[src/core/stc_pkg.sv]
package stc_pkg;

    // ----------------------------------------
    // Counter values
    // ----------------------------------------
    localparam logic [15:0] CNT_RELOAD = 16'hFFFC;
    localparam logic [15:0] CNT_MAX    = 16'hFFFF;
    localparam logic [15:0] OC_RESET   = 16'h8000;

    // ----------------------------------------
    // Register word indices (byte address / 4)
    // ----------------------------------------
    localparam logic [5:0] IDX_CHR      = 6'h00;
    localparam logic [5:0] IDX_CLR      = 6'h01;
    localparam logic [5:0] IDX_ALT_COUNTER_HIGH_BYTE     = 6'h02;
    localparam logic [5:0] IDX_ALT_COUNTER_LOW_BYTE     = 6'h03;
    localparam logic [5:0] IDX_CTRL1    = 6'h04;
    localparam logic [5:0] IDX_CTRL2    = 6'h05;
    localparam logic [5:0] IDX_STATUS   = 6'h06;
    localparam logic [5:0] IDX_IC1H     = 6'h07;
    localparam logic [5:0] IDX_IC1L     = 6'h08;
    localparam logic [5:0] IDX_IC2H     = 6'h09;
    localparam logic [5:0] IDX_IC2L     = 6'h0A;
    localparam logic [5:0] IDX_OC1H     = 6'h0B;
    localparam logic [5:0] IDX_OC1L     = 6'h0C;
    localparam logic [5:0] IDX_OC2H     = 6'h0D;
    localparam logic [5:0] IDX_OC2L     = 6'h0E;
    localparam logic [5:0] IDX_IRQ_STAT = 6'h0F;
    localparam logic [5:0] IDX_IRQ_MASK = 6'h10;

    // ----------------------------------------
    // Clock select encodings and prescale masks
    // ----------------------------------------
    localparam logic [1:0] CS_DIV4 = 2'h0;
    localparam logic [1:0] CS_DIV2 = 2'h1;
    localparam logic [1:0] CS_DIV8 = 2'h2;
    localparam logic [1:0] CS_EXT  = 2'h3;
    localparam logic [2:0] PRE_MASK_DIV2 = 3'h1;
    localparam logic [2:0] PRE_MASK_DIV4 = 3'h3;
    localparam logic [2:0] PRE_MASK_DIV8 = 3'h7;

    // ----------------------------------------
    // Register layouts
    // ----------------------------------------
    typedef struct packed {
        logic       pwm_mode;
        logic       one_pulse;
        logic       edge2_rise;
        logic       oc2_en;
        logic       oc1_en;
        logic       ext_rise;
        logic [1:0] clock_select_bits;
    } stc_ctrl2_t;

    typedef struct packed {
        logic olvl2;
        logic olvl1;
        logic edge1_rise;
    } stc_ctrl1_t;

    typedef struct packed {
        logic icf1;
        logic ocf1;
        logic overflow_flag;
        logic icf2;
        logic ocf2;
    } stc_flags_t;

    localparam stc_ctrl2_t CTRL2_RST = 8'h00;
    localparam stc_ctrl1_t CTRL1_RST = 3'h0;
    localparam stc_flags_t FLAGS_RST = 5'h00;

endpackage : stc_pkg

[src/core/stc_prescaler.sv]
`timescale 1ns/1ps
`default_nettype none
module stc_prescaler (
    // Clock and reset
    input  wire logic       pclk,
    input  wire logic       presetn,
    // Control
    input  wire logic [1:0] clock_select_bits,
    input  wire logic       ext_rise,
    input  wire logic       restart,
    // Synchronised external count input
    input  wire logic       ext_level,
    // Counter advance
    output logic            tick
);

    logic [2:0] pre_reg;
    logic [2:0] pre_next;
    logic       ext_prev_reg;
    logic [2:0] mask;
    logic       ext_edge;

    always_comb
    begin
        unique case (clock_select_bits)
            stc_pkg::CS_DIV2: mask = stc_pkg::PRE_MASK_DIV2;
            stc_pkg::CS_DIV8: mask = stc_pkg::PRE_MASK_DIV8;
            default:          mask = stc_pkg::PRE_MASK_DIV4;
        endcase
        ext_edge = ext_rise ? (ext_level & ~ext_prev_reg)
                            : (~ext_level & ext_prev_reg);
        if (clock_select_bits == stc_pkg::CS_EXT)
            tick = ext_edge;
        else
            tick = ((pre_reg & mask) == mask);
        pre_next = restart ? 3'h0 : pre_reg + 3'h1;
    end

    always_ff @(posedge pclk or negedge presetn)
    begin
        if (!presetn)
        begin
            pre_reg      <= 3'h0;
            ext_prev_reg <= 1'b1;
        end
        else
        begin
            pre_reg      <= pre_next;
            ext_prev_reg <= ext_level;
        end
    end

endmodule : stc_prescaler
`default_nettype wire

[src/core/stc_sync.sv]
`timescale 1ns/1ps
`default_nettype none
module stc_sync #(
    parameter int unsigned W = 3
) (
    // Clock and reset
    input  wire logic         pclk,
    input  wire logic         presetn,
    // Data
    input  wire logic [W-1:0] d_async,
    output logic      [W-1:0] q_sync
);

    logic [W-1:0] meta_reg;
    logic [W-1:0] sync_reg;

    if (W < 1)
    begin : g_bad_width
        $error("stc_sync: width must be at least one");
    end

    // Idle pins read as high
    always_ff @(posedge pclk or negedge presetn)
    begin
        if (!presetn)
        begin
            meta_reg <= '1;
            sync_reg <= '1;
        end
        else
        begin
            meta_reg <= d_async;
            sync_reg <= meta_reg;
        end
    end

    assign q_sync = sync_reg;

endmodule : stc_sync
`default_nettype wire

[src/core/stc_timer.sv]
//Contract
// - 16-bit free-running up-counter advanced by prescaler; only reload is FFFCh.
// - Internal prescaler divides CPU clock by two, four or eight.
// - Clock source and ratio come from control register two select bits.
// - Two compare channels, each with 16-bit register, flag, maskable irq.
// - Two capture channels, each with register, edge select, flag, irq.
// - PWM mode and one pulse mode run on the same counter.
// - Input on a pin not bonded out is always sampled as one.
// - Each 16-bit register is reached as high byte and low byte.
// - Main and alternate words show same count; alternate low keeps flag.
// - Any write to main or alternate low byte loads FFFCh.
// - Counter starts at FFFCh after reset and in PWM and one pulse.
// - Two instances share nothing and count in lockstep after reset.
// - High byte read first buffers low byte until low byte is read.
// - Rollover from FFFFh to 0000h sets overflow flag in every mode.
// - Overflow flag clears after status read seeing it, then low access.
// - External input clocks counter when both select bits are one.
`timescale 1ns/1ps
`default_nettype none
module stc_timer #(
    parameter bit BOND_EXT = 1'b1,
    parameter bit BOND_IC1 = 1'b1,
    parameter bit BOND_IC2 = 1'b1
) (
    // Clock and reset
    input  wire logic        pclk,
    input  wire logic        presetn,
    // APB slave
    input  wire logic        psel,
    input  wire logic        penable,
    input  wire logic        pwrite,
    input  wire logic [7:0]  paddr,
    input  wire logic [31:0] pwdata,
    output logic      [31:0] prdata,
    output logic             pready,
    output logic             pslverr,
    // Timer pins
    input  wire logic        ext_count_input,
    input  wire logic        capture_input_one,
    input  wire logic        capture_input_two,
    output logic             compare_output_one,
    output logic             compare_output_two,
    output logic             compare_oe_one,
    output logic             compare_oe_two,
    // Interrupt
    output logic             irq
);

    // ----------------------------------------
    // Declarations
    // ----------------------------------------
    logic [2:0]          pin_raw;
    logic [2:0]          pin_s;
    logic                tick;
    logic                restart;

    logic [15:0]         cnt_reg,      cnt_next;
    logic [15:0]         snap_reg,     snap_next;
    logic [7:0]          buf_reg,      buf_next;
    logic                buf_vld_reg,  buf_vld_next;
    stc_pkg::stc_ctrl1_t ctrl1_reg,    ctrl1_next;
    stc_pkg::stc_ctrl2_t ctrl2_reg,    ctrl2_next;
    stc_pkg::stc_flags_t flags_reg,    flags_next;
    stc_pkg::stc_flags_t arm_reg,      arm_next;
    stc_pkg::stc_flags_t istat_reg,    istat_next;
    stc_pkg::stc_flags_t imask_reg,    imask_next;
    logic [15:0]         ic1_reg,      ic1_next;
    logic [15:0]         ic2_reg,      ic2_next;
    logic [1:0]          inh_reg,      inh_next;
    logic [15:0]         oc1_reg,      oc1_next;
    logic [15:0]         oc2_reg,      oc2_next;
    logic [1:0]          out_reg,      out_next;
    logic [1:0]          oe_reg,       oe_next;
    logic [1:0]          cprev_reg;
    logic [31:0]         prdata_reg,   prdata_next;
    logic                pready_reg,   pready_next;
    logic                pslverr_reg,  pslverr_next;
    logic                irq_reg,      irq_next;

    logic                setup;
    logic                done;
    logic                rd;
    logic                wr;
    logic [5:0]          idx;
    logic                mapped;
    logic                cap1;
    logic                cap2;
    logic                m1;
    logic                m2;
    logic                ovf;
    logic [7:0]          rbyte;
    stc_pkg::stc_flags_t set_f;
    stc_pkg::stc_flags_t acc_f;

    // ----------------------------------------
    // Helpers
    // ----------------------------------------
    // Hardware set wins over a clear in the same cycle
    function automatic stc_pkg::stc_flags_t upd_flags(
        input stc_pkg::stc_flags_t cur,
        input stc_pkg::stc_flags_t set,
        input stc_pkg::stc_flags_t clr
    );
        upd_flags = set | (cur & ~clr);
    endfunction : upd_flags

    function automatic logic edge_hit(
        input logic now,
        input logic prev,
        input logic rise
    );
        edge_hit = rise ? (now & ~prev) : (~now & prev);
    endfunction : edge_hit

    // ----------------------------------------
    // Pin sampling
    // ----------------------------------------
    // Unbonded inputs read as one
    assign pin_raw[0] = BOND_EXT ? ext_count_input   : 1'b1;
    assign pin_raw[1] = BOND_IC1 ? capture_input_one : 1'b1;
    assign pin_raw[2] = BOND_IC2 ? capture_input_two : 1'b1;

    stc_sync #(
        .W (3)
    ) u_sync (
        .pclk    (pclk),
        .presetn (presetn),
        .d_async (pin_raw),
        .q_sync  (pin_s)
    );

    stc_prescaler u_pre (
        .pclk              (pclk),
        .presetn           (presetn),
        .clock_select_bits (ctrl2_reg.clock_select_bits),
        .ext_rise          (ctrl2_reg.ext_rise),
        .restart           (restart),
        .ext_level         (pin_s[0]),
        .tick              (tick)
    );

    // ----------------------------------------
    // Next state
    // ----------------------------------------
    always_comb
    begin
        setup  = psel & ~penable;
        done   = psel & penable & pready_reg;
        rd     = done & ~pwrite;
        wr     = done & pwrite;
        idx    = paddr[7:2];
        mapped = (paddr[1:0] == 2'h0) && (idx <= stc_pkg::IDX_IRQ_MASK);

        m1   = tick && (cnt_reg == oc1_reg);
        m2   = tick && (cnt_reg == oc2_reg);
        ovf  = tick && (cnt_reg == stc_pkg::CNT_MAX);
        cap1 = edge_hit(pin_s[1], cprev_reg[0], ctrl1_reg.edge1_rise)
               && !inh_reg[0] && !ctrl2_reg.one_pulse
               && !ctrl2_reg.pwm_mode;
        cap2 = edge_hit(pin_s[2], cprev_reg[1], ctrl2_reg.edge2_rise)
               && !inh_reg[1];

        // Counter
        cnt_next = tick ? cnt_reg + 16'h0001 : cnt_reg;
        restart  = 1'b0;
        if (ctrl2_reg.pwm_mode && m2)
        begin
            cnt_next = stc_pkg::CNT_RELOAD;
            restart  = 1'b1;
        end
        if (ctrl2_reg.one_pulse
            && edge_hit(pin_s[1], cprev_reg[0], ctrl1_reg.edge1_rise))
        begin
            cnt_next = stc_pkg::CNT_RELOAD;
            restart  = 1'b1;
        end
        if (wr && (idx == stc_pkg::IDX_CLR || idx == stc_pkg::IDX_ALT_COUNTER_LOW_BYTE))
        begin
            cnt_next = stc_pkg::CNT_RELOAD;
            restart  = 1'b1;
        end

        // Captures
        ic1_next = cap1 ? cnt_reg : ic1_reg;
        ic2_next = cap2 ? cnt_reg : ic2_reg;
        inh_next = inh_reg;
        if (rd && idx == stc_pkg::IDX_IC1H)
            inh_next[0] = 1'b1;
        if (done && idx == stc_pkg::IDX_IC1L)
            inh_next[0] = 1'b0;
        if (rd && idx == stc_pkg::IDX_IC2H)
            inh_next[1] = 1'b1;
        if (done && idx == stc_pkg::IDX_IC2L)
            inh_next[1] = 1'b0;

        // Compare outputs
        out_next = out_reg;
        if (ctrl2_reg.pwm_mode)
        begin
            if (m1)
                out_next[0] = ctrl1_reg.olvl1;
            if (m2)
                out_next[0] = ctrl1_reg.olvl2;
        end
        else if (ctrl2_reg.one_pulse)
        begin
            if (restart && !wr)
                out_next[0] = ctrl1_reg.olvl2;
            else if (m1)
                out_next[0] = ctrl1_reg.olvl1;
        end
        else
        begin
            if (m1 && ctrl2_reg.oc1_en)
                out_next[0] = ctrl1_reg.olvl1;
            if (m2 && ctrl2_reg.oc2_en)
                out_next[1] = ctrl1_reg.olvl2;
        end
        oe_next = {ctrl2_reg.oc2_en,
                   ctrl2_reg.oc1_en | ctrl2_reg.pwm_mode
                   | ctrl2_reg.one_pulse};

        // Flags: arm on status read, clear on low byte access
        set_f = '{icf1: cap1, ocf1: m1, overflow_flag: ovf,
                  icf2: cap2, ocf2: m2};
        acc_f = '{icf1: done && idx == stc_pkg::IDX_IC1L,
                  ocf1: done && idx == stc_pkg::IDX_OC1L,
                  overflow_flag: done && idx == stc_pkg::IDX_CLR,
                  icf2: done && idx == stc_pkg::IDX_IC2L,
                  ocf2: done && idx == stc_pkg::IDX_OC2L};
        flags_next = upd_flags(flags_reg, set_f, arm_reg & acc_f);
        arm_next   = (rd && idx == stc_pkg::IDX_STATUS) ? flags_reg
                                                        : arm_reg;
        arm_next   = arm_next & ~acc_f;

        // Interrupt status, cleared by its own read
        istat_next = upd_flags(istat_reg, set_f,
            (rd && idx == stc_pkg::IDX_IRQ_STAT) ? '1 : '0);
        imask_next = imask_reg;
        irq_next   = |(istat_next & imask_reg);

        // Low byte buffering for two-step read
        snap_next    = setup ? cnt_reg : snap_reg;
        buf_next     = buf_reg;
        buf_vld_next = buf_vld_reg;
        if (rd && (idx == stc_pkg::IDX_CHR || idx == stc_pkg::IDX_ALT_COUNTER_HIGH_BYTE)
            && !buf_vld_reg)
        begin
            buf_next     = snap_reg[7:0];
            buf_vld_next = 1'b1;
        end
        if (rd && (idx == stc_pkg::IDX_CLR || idx == stc_pkg::IDX_ALT_COUNTER_LOW_BYTE))
            buf_vld_next = 1'b0;

        // Register writes
        ctrl1_next = ctrl1_reg;
        ctrl2_next = ctrl2_reg;
        oc1_next   = oc1_reg;
        oc2_next   = oc2_reg;
        if (wr)
        begin
            unique case (idx)
                stc_pkg::IDX_CTRL1:    ctrl1_next = pwdata[2:0];
                stc_pkg::IDX_CTRL2:    ctrl2_next = pwdata[7:0];
                stc_pkg::IDX_OC1H:     oc1_next[15:8] = pwdata[7:0];
                stc_pkg::IDX_OC1L:     oc1_next[7:0]  = pwdata[7:0];
                stc_pkg::IDX_OC2H:     oc2_next[15:8] = pwdata[7:0];
                stc_pkg::IDX_OC2L:     oc2_next[7:0]  = pwdata[7:0];
                stc_pkg::IDX_IRQ_MASK: imask_next = pwdata[4:0];
                default:               ;
            endcase
        end

        // Read data prepared in the setup cycle
        unique case (idx)
            stc_pkg::IDX_CHR,
            stc_pkg::IDX_ALT_COUNTER_HIGH_BYTE:     rbyte = cnt_reg[15:8];
            stc_pkg::IDX_CLR,
            stc_pkg::IDX_ALT_COUNTER_LOW_BYTE:     rbyte = buf_vld_reg ? buf_reg
                                                       : cnt_reg[7:0];
            stc_pkg::IDX_CTRL1:    rbyte = {5'h00, ctrl1_reg};
            stc_pkg::IDX_CTRL2:    rbyte = ctrl2_reg;
            stc_pkg::IDX_STATUS:   rbyte = {flags_reg, 3'h0};
            stc_pkg::IDX_IC1H:     rbyte = ic1_reg[15:8];
            stc_pkg::IDX_IC1L:     rbyte = ic1_reg[7:0];
            stc_pkg::IDX_IC2H:     rbyte = ic2_reg[15:8];
            stc_pkg::IDX_IC2L:     rbyte = ic2_reg[7:0];
            stc_pkg::IDX_OC1H:     rbyte = oc1_reg[15:8];
            stc_pkg::IDX_OC1L:     rbyte = oc1_reg[7:0];
            stc_pkg::IDX_OC2H:     rbyte = oc2_reg[15:8];
            stc_pkg::IDX_OC2L:     rbyte = oc2_reg[7:0];
            stc_pkg::IDX_IRQ_STAT: rbyte = {3'h0, istat_reg};
            stc_pkg::IDX_IRQ_MASK: rbyte = {3'h0, imask_reg};
            default:               rbyte = 8'h00;
        endcase
        prdata_next  = prdata_reg;
        pslverr_next = pslverr_reg;
        if (setup)
        begin
            prdata_next  = (mapped && !pwrite) ? {24'h000000, rbyte}
                                               : 32'h00000000;
            pslverr_next = !mapped;
        end
        pready_next = setup;
    end

    // ----------------------------------------
    // State registers
    // ----------------------------------------
    always_ff @(posedge pclk or negedge presetn)
    begin
        if (!presetn)
        begin
            cnt_reg     <= stc_pkg::CNT_RELOAD;
            snap_reg    <= stc_pkg::CNT_RELOAD;
            buf_reg     <= 8'h00;
            buf_vld_reg <= 1'b0;
            ctrl1_reg   <= stc_pkg::CTRL1_RST;
            ctrl2_reg   <= stc_pkg::CTRL2_RST;
            flags_reg   <= stc_pkg::FLAGS_RST;
            arm_reg     <= stc_pkg::FLAGS_RST;
            istat_reg   <= stc_pkg::FLAGS_RST;
            imask_reg   <= stc_pkg::FLAGS_RST;
            ic1_reg     <= 16'h0000;
            ic2_reg     <= 16'h0000;
            inh_reg     <= 2'h0;
            oc1_reg     <= stc_pkg::OC_RESET;
            oc2_reg     <= stc_pkg::OC_RESET;
            out_reg     <= 2'h0;
            oe_reg      <= 2'h0;
            cprev_reg   <= 2'h3;
            prdata_reg  <= 32'h00000000;
            pready_reg  <= 1'b0;
            pslverr_reg <= 1'b0;
            irq_reg     <= 1'b0;
        end
        else
        begin
            cnt_reg     <= cnt_next;
            snap_reg    <= snap_next;
            buf_reg     <= buf_next;
            buf_vld_reg <= buf_vld_next;
            ctrl1_reg   <= ctrl1_next;
            ctrl2_reg   <= ctrl2_next;
            flags_reg   <= flags_next;
            arm_reg     <= arm_next;
            istat_reg   <= istat_next;
            imask_reg   <= imask_next;
            ic1_reg     <= ic1_next;
            ic2_reg     <= ic2_next;
            inh_reg     <= inh_next;
            oc1_reg     <= oc1_next;
            oc2_reg     <= oc2_next;
            out_reg     <= out_next;
            oe_reg      <= oe_next;
            cprev_reg   <= pin_s[2:1];
            prdata_reg  <= prdata_next;
            pready_reg  <= pready_next;
            pslverr_reg <= pslverr_next;
            irq_reg     <= irq_next;
        end
    end

    // ----------------------------------------
    // Outputs
    // ----------------------------------------
    assign prdata             = prdata_reg;
    assign pready             = pready_reg;
    assign pslverr            = pslverr_reg;
    assign compare_output_one = out_reg[0];
    assign compare_output_two = out_reg[1];
    assign compare_oe_one     = oe_reg[0];
    assign compare_oe_two     = oe_reg[1];
    assign irq                = irq_reg;

endmodule : stc_timer
`default_nettype wire

[config.mk]
export PLATFORM = sky130hd
export DESIGN_NAME = stc_timer
export DESIGN_NICKNAME = d
export VERILOG_FILES = /design/src/core/stc_pkg.sv /design/src/core/stc_prescaler.sv /design/src/core/stc_sync.sv /design/src/core/stc_timer.sv
export SDC_FILE = /design/constraint.sdc
export NUM_CORES = 1
export LEC_CHECK = 0
export CAP_MARGIN = 15
export CORE_UTILIZATION = 45
export DETAILED_ROUTE_END_ITERATION = 7
export DONT_BUFFER_PORTS = 1
export PLACE_DENSITY = 0.59
export SETUP_SLACK_MARGIN = 0.2
export SLEW_MARGIN = 10
export SYNTH_ARGS = -nofsm -noshare
export SYNTH_HDL_FRONTEND = slang
export SYNTH_SLANG_ARGS = --single-unit
[constraint.sdc]
create_clock -name pclk -period 2 [get_ports pclk]
set_input_delay 0.1 -clock pclk [delete_from_list [all_inputs] [get_ports pclk]]
set_output_delay 0.1 -clock pclk [all_outputs]
set_load 0.02 [all_outputs]
==> reports/qor_table.md <==
| Group | Metric | Reported |
| --- | --- | --- |
| power | Switch Pwr | 0.00255 W |
| timing | Ratio of final minimum period to clock period | 1.08 |
| power | Switching part of the total power | 0.286 |
| logic synthesis | Post-synthesis cell area | 7590 um2 |
| timing | Setup repair after global routing missed its margin | true |
| detailed routing | Uppermost metal layer occupied by signal nets | met5 |
| timing | Final worst-path setup slack | -0.166 ns |
| power | Leakage power total | 4.55 nW |
| logic synthesis | Leading register cell type out of synthesis | dfrtp_1 |
| flow run | Total of max-cap violations | 0 |
| final layout | Post-layout instance count excluding filler cells | 1010 |
| floorplan | Effective utilization at floorplan | 0.460 |
| place | Setup WS pre-CTS | -0.218 ns |
| global routing | Leftover overflow at the end of global routing | 0 |
| final layout | Commonest non-fill, non-tap cells in the layout | dfrtp_1, buf_4, mux2_2 |
| logic synthesis | EDFF count, synth | 0 |
| logic synthesis | Synth Instances | 670 |
| logic synthesis | YS warnings | 0 |
| final layout | Filler instances | 1389 |
| cts | Maximum clock path buffer count | 2 |
| detailed routing | Remaining antenna violation count after routing | 0 |
| detailed routing | Met1 Routed Length | 10600 um |
| place | Routability congestion estimate | 0.929 |
| status | Violated checks | hold timing, setup timing |
| cts | Number of levels the H-tree was split into | 4 |
| global routing | Largest net degree at the start of global routing | 158 |
| logic synthesis | Post-synth cell types | 59 |
| floorplan | Total Die Area | 17400 um2 |
| setup path | Category of the worst setup path capture point | register |
| detailed routing | Detailed Routing Iterations Pass 1 | 5 |
| setup path | Data arrival time of the critical path | 2.50 ns |
| detailed routing | Average detailed-routed wire length per instance | 23.4 um |
| timing | Total count of max-transition violations in the final report | 0 |
| place | HPWL reported at the end of detailed placement | 16700 um |
| logic synthesis | Sequential element share of the synthesized area | 0.522 |
| logic synthesis | Number of flip-flops and latches in the synthesized netlist | 157 |
| detailed routing | Overall routed net length | 23600 um |
| global routing | Number of global-route vias before repair | 5787 |
| global routing | GRT Resource Usage Total | 0.282 |
| cts | Source-to-sink clock delay at the later pin of the worst-skew pair | 0.45 ns |
| floorplan | Core area | 16500 um2 |
| power | Peak supply drop | 0.000784 V |
| global routing | Number of antenna violations at the first check in global routing | 0 |
| power | Internal power of the cells | 0.00638 W |
| detailed routing | Routed wl met2 | 10900 um |
| place | Placement Cell Area | 8430 um2 |
| timing | Setup violations, final | 19 |
| logic synthesis | Mapped Avg Cell Area | 11.3 um2 |
| timing | Worst slew margin | 0.613 |
| detailed routing | DRC violation count after routing | 0 |
| cts | Clock-pin transition on the worst setup and hold timing paths | 0.07 ns |
| cts | Number of hold buffers added after cts | 19 |
| detailed routing | Total length of routed met3 wires | 1540 um |
| cts | Number of clock sinks | 157 |
| setup path | Largest fanout of any net on the critical path | 3 |
| detailed routing | Detailed Route Iter0 Violations | 546 |
| final layout | Fin nets | 827 |
| power | Portion of total power attributed to sequential cells | 0.445 |
| floorplan | Number of top-level design ports | 87 |
| timing | Post-layout minimum cycle time | 2.17 ns |
| setup path | Nature of the critical path startpoint | register |
| status | Status | finished, violations left |
| timing | Final Hold Fails | 157 |
| final layout | Antenna diodes | 0 |
| final layout | Area growth from synthesis to final layout | 25.7% |
| cts | Number of buffers created by CTS | 17 |
| timing | Max Clock Freq | 462 MHz |
| detailed routing | Average via count per standard cell | 5.76 |
| place | Cell count after placement | 953 |
| power | Gate power share | 0.168 |
| cts | Master cell of the clock root buffer | clkbuf_16 |
| timing | Post-route clock skew | 0.0134 ns |
| final layout | Proportion of layout cells with a drive suffix above 1 | 0.391 |
| cts | CTS tree | done |
| floorplan | Die span in y | 132 um |
| timing | Worst Hold Slack | -0.656 ns |
| setup path | Required time reported for the critical path endpoint | 2.33 ns |
| global routing | Global-route wire length before repair | 36000 um |
| min path | Min-delay worst type | in2async |
| timing | Pin slew with the least headroom to its limit | 0.578 ns |
| setup path | Critical path class | reg2reg |
| place | Port Buffers | 0 |
| final layout | Most common library cell in the layout ignoring fill and taps | dfrtp_1 |
| detailed routing | Vias after detailed routing | 5818 |
| power | Power density of the placed cells | 935 nW/um2 |
| logic synthesis | Post-synth ARST share | 1.00 |
| floorplan | Die X-Extent | 132 um |
| floorplan | Number of core rows | 47 |
| final layout | Non-Filler Cell Area, Final | 9550 um2 |
| power | Part of the total power dissipated in the clock network | 0.387 |
## power by group through the flow
stage / registers, W / clock network (W) / logic (W)
floorplan: 0.00383 / 0 / 0.000953
global placement: 0.00398 / 0 / 0.00131
detailed placement: 0.00400 / 0 / 0.00132
CTS: 0.00395 / 0.00350 / 0.00141
global route: 0.00401 / 0.00363 / 0.00161
finish: 0.00397 / 0.00346 / 0.00150
## path summary, 6_finish.rpt
path	start	to	slack, ns	cells after the start
max in group asynchronous	presetn	cnt_reg[12]$_DFFE_PN1P_	2.30	0
worst max register to register	cnt_reg[10]$_DFFE_PN1P_	out_reg[0]$_DFFE_PN0P_	-0.17	7
worst max-delay path	cnt_reg[10]$_DFFE_PN1P_	out_reg[0]$_DFFE_PN0P_	-0.17	7
worst min register to register	u_sync.meta_reg[1]$_DFF_PN1_	u_sync.q_sync[1]$_DFF_PN1_	0.36	0
worst min-delay path	presetn	pslverr$_DFFE_PN0P_	-0.66	0
min in group pclk	paddr[2]	arm_reg[1]$_DFF_PN0_	0.04	3
## logic make-up after synthesis
family,Yosys count,synth area share
multiplexers,101,0.148
AND/OR/NAND/NOR,197,0.132
AO/OA/AOI/OAI,102,0.0970
adder cells (fa/ha/maj),2,0.00329
buffers and inverters,64,0.0445
flip-flops,157,0.522
XOR/XNOR,46,0.0530
other,1,0.000494
## per-layer routing
metal	track usage	vias up
met2	0.431	240
met5	0	-
met1	0.393	2971
met3	0.0623	44
li1	-	2561
met4	0.101	2
## cells in the mapped netlist, drive strengths merged, types with 7 or more instances
master / number / area share
dfrtp: 126 / 0.42
mux2: 88 / 0.13
nand2: 85 / 0.042
xor2: 34 / 0.039
dfstp: 31 / 0.11
nor2: 31 / 0.017
buf: 30 / 0.028
clkbuf: 30 / 0.015
nand3: 21 / 0.014
o21ai: 21 / 0.014
a22oi: 20 / 0.020
a21oi: 15 / 0.010
a22o: 13 / 0.015
mux2i: 13 / 0.017
xnor2: 12 / 0.014
nor4: 11 / 0.011
a221oi: 9 / 0.010
a21o: 7 / 0.0069
nor3b: 7 / 0.0082
## what timing repair did
action                                 CTS  global route
gates resized for setup                 21            31
setup buffers                            4             2
endpoints found under the hold margin  212           157
pin swaps                               11            10
setup endpoints to repair               33            66
## worst max-delay path: stages (launching register included)
cell and delay, ns:
dfstp_2 0.58, xor2_2 0.11, nor4_4 0.40, nand4_1 0.21
nor2_2 0.19, mux2i_1 0.24, o2111ai_1 0.13, a22o_1 0.20
## final cells by class
class,count,area [um2],area share
flip-flops and latches,157,3970,0.415
multi-input cells,472,3620,0.380
repair buffers,125,1040,0.109
clock buffers,17,425,0.0445
well taps,220,275,0.0288
clock inverters,15,198,0.0207
inverters,4,15.0,0.00157
## stage by stage
step	hold slack, ns	utilization	power [W]	TNS (ns)
after floorplan	-0.196	-	0.00479	-0.228
after global placement	-0.192	0.510	0.00528	-2.53
after detailed placement	-0.191	0.510	0.00532	-3.06
after CTS	-0.663	0.567	0.00886	-1.35
after global routing	-0.660	0.578	0.00924	-3.05
final	-0.656	0.578	0.00893	-1.51
Power figures use the tool's default switching activity.
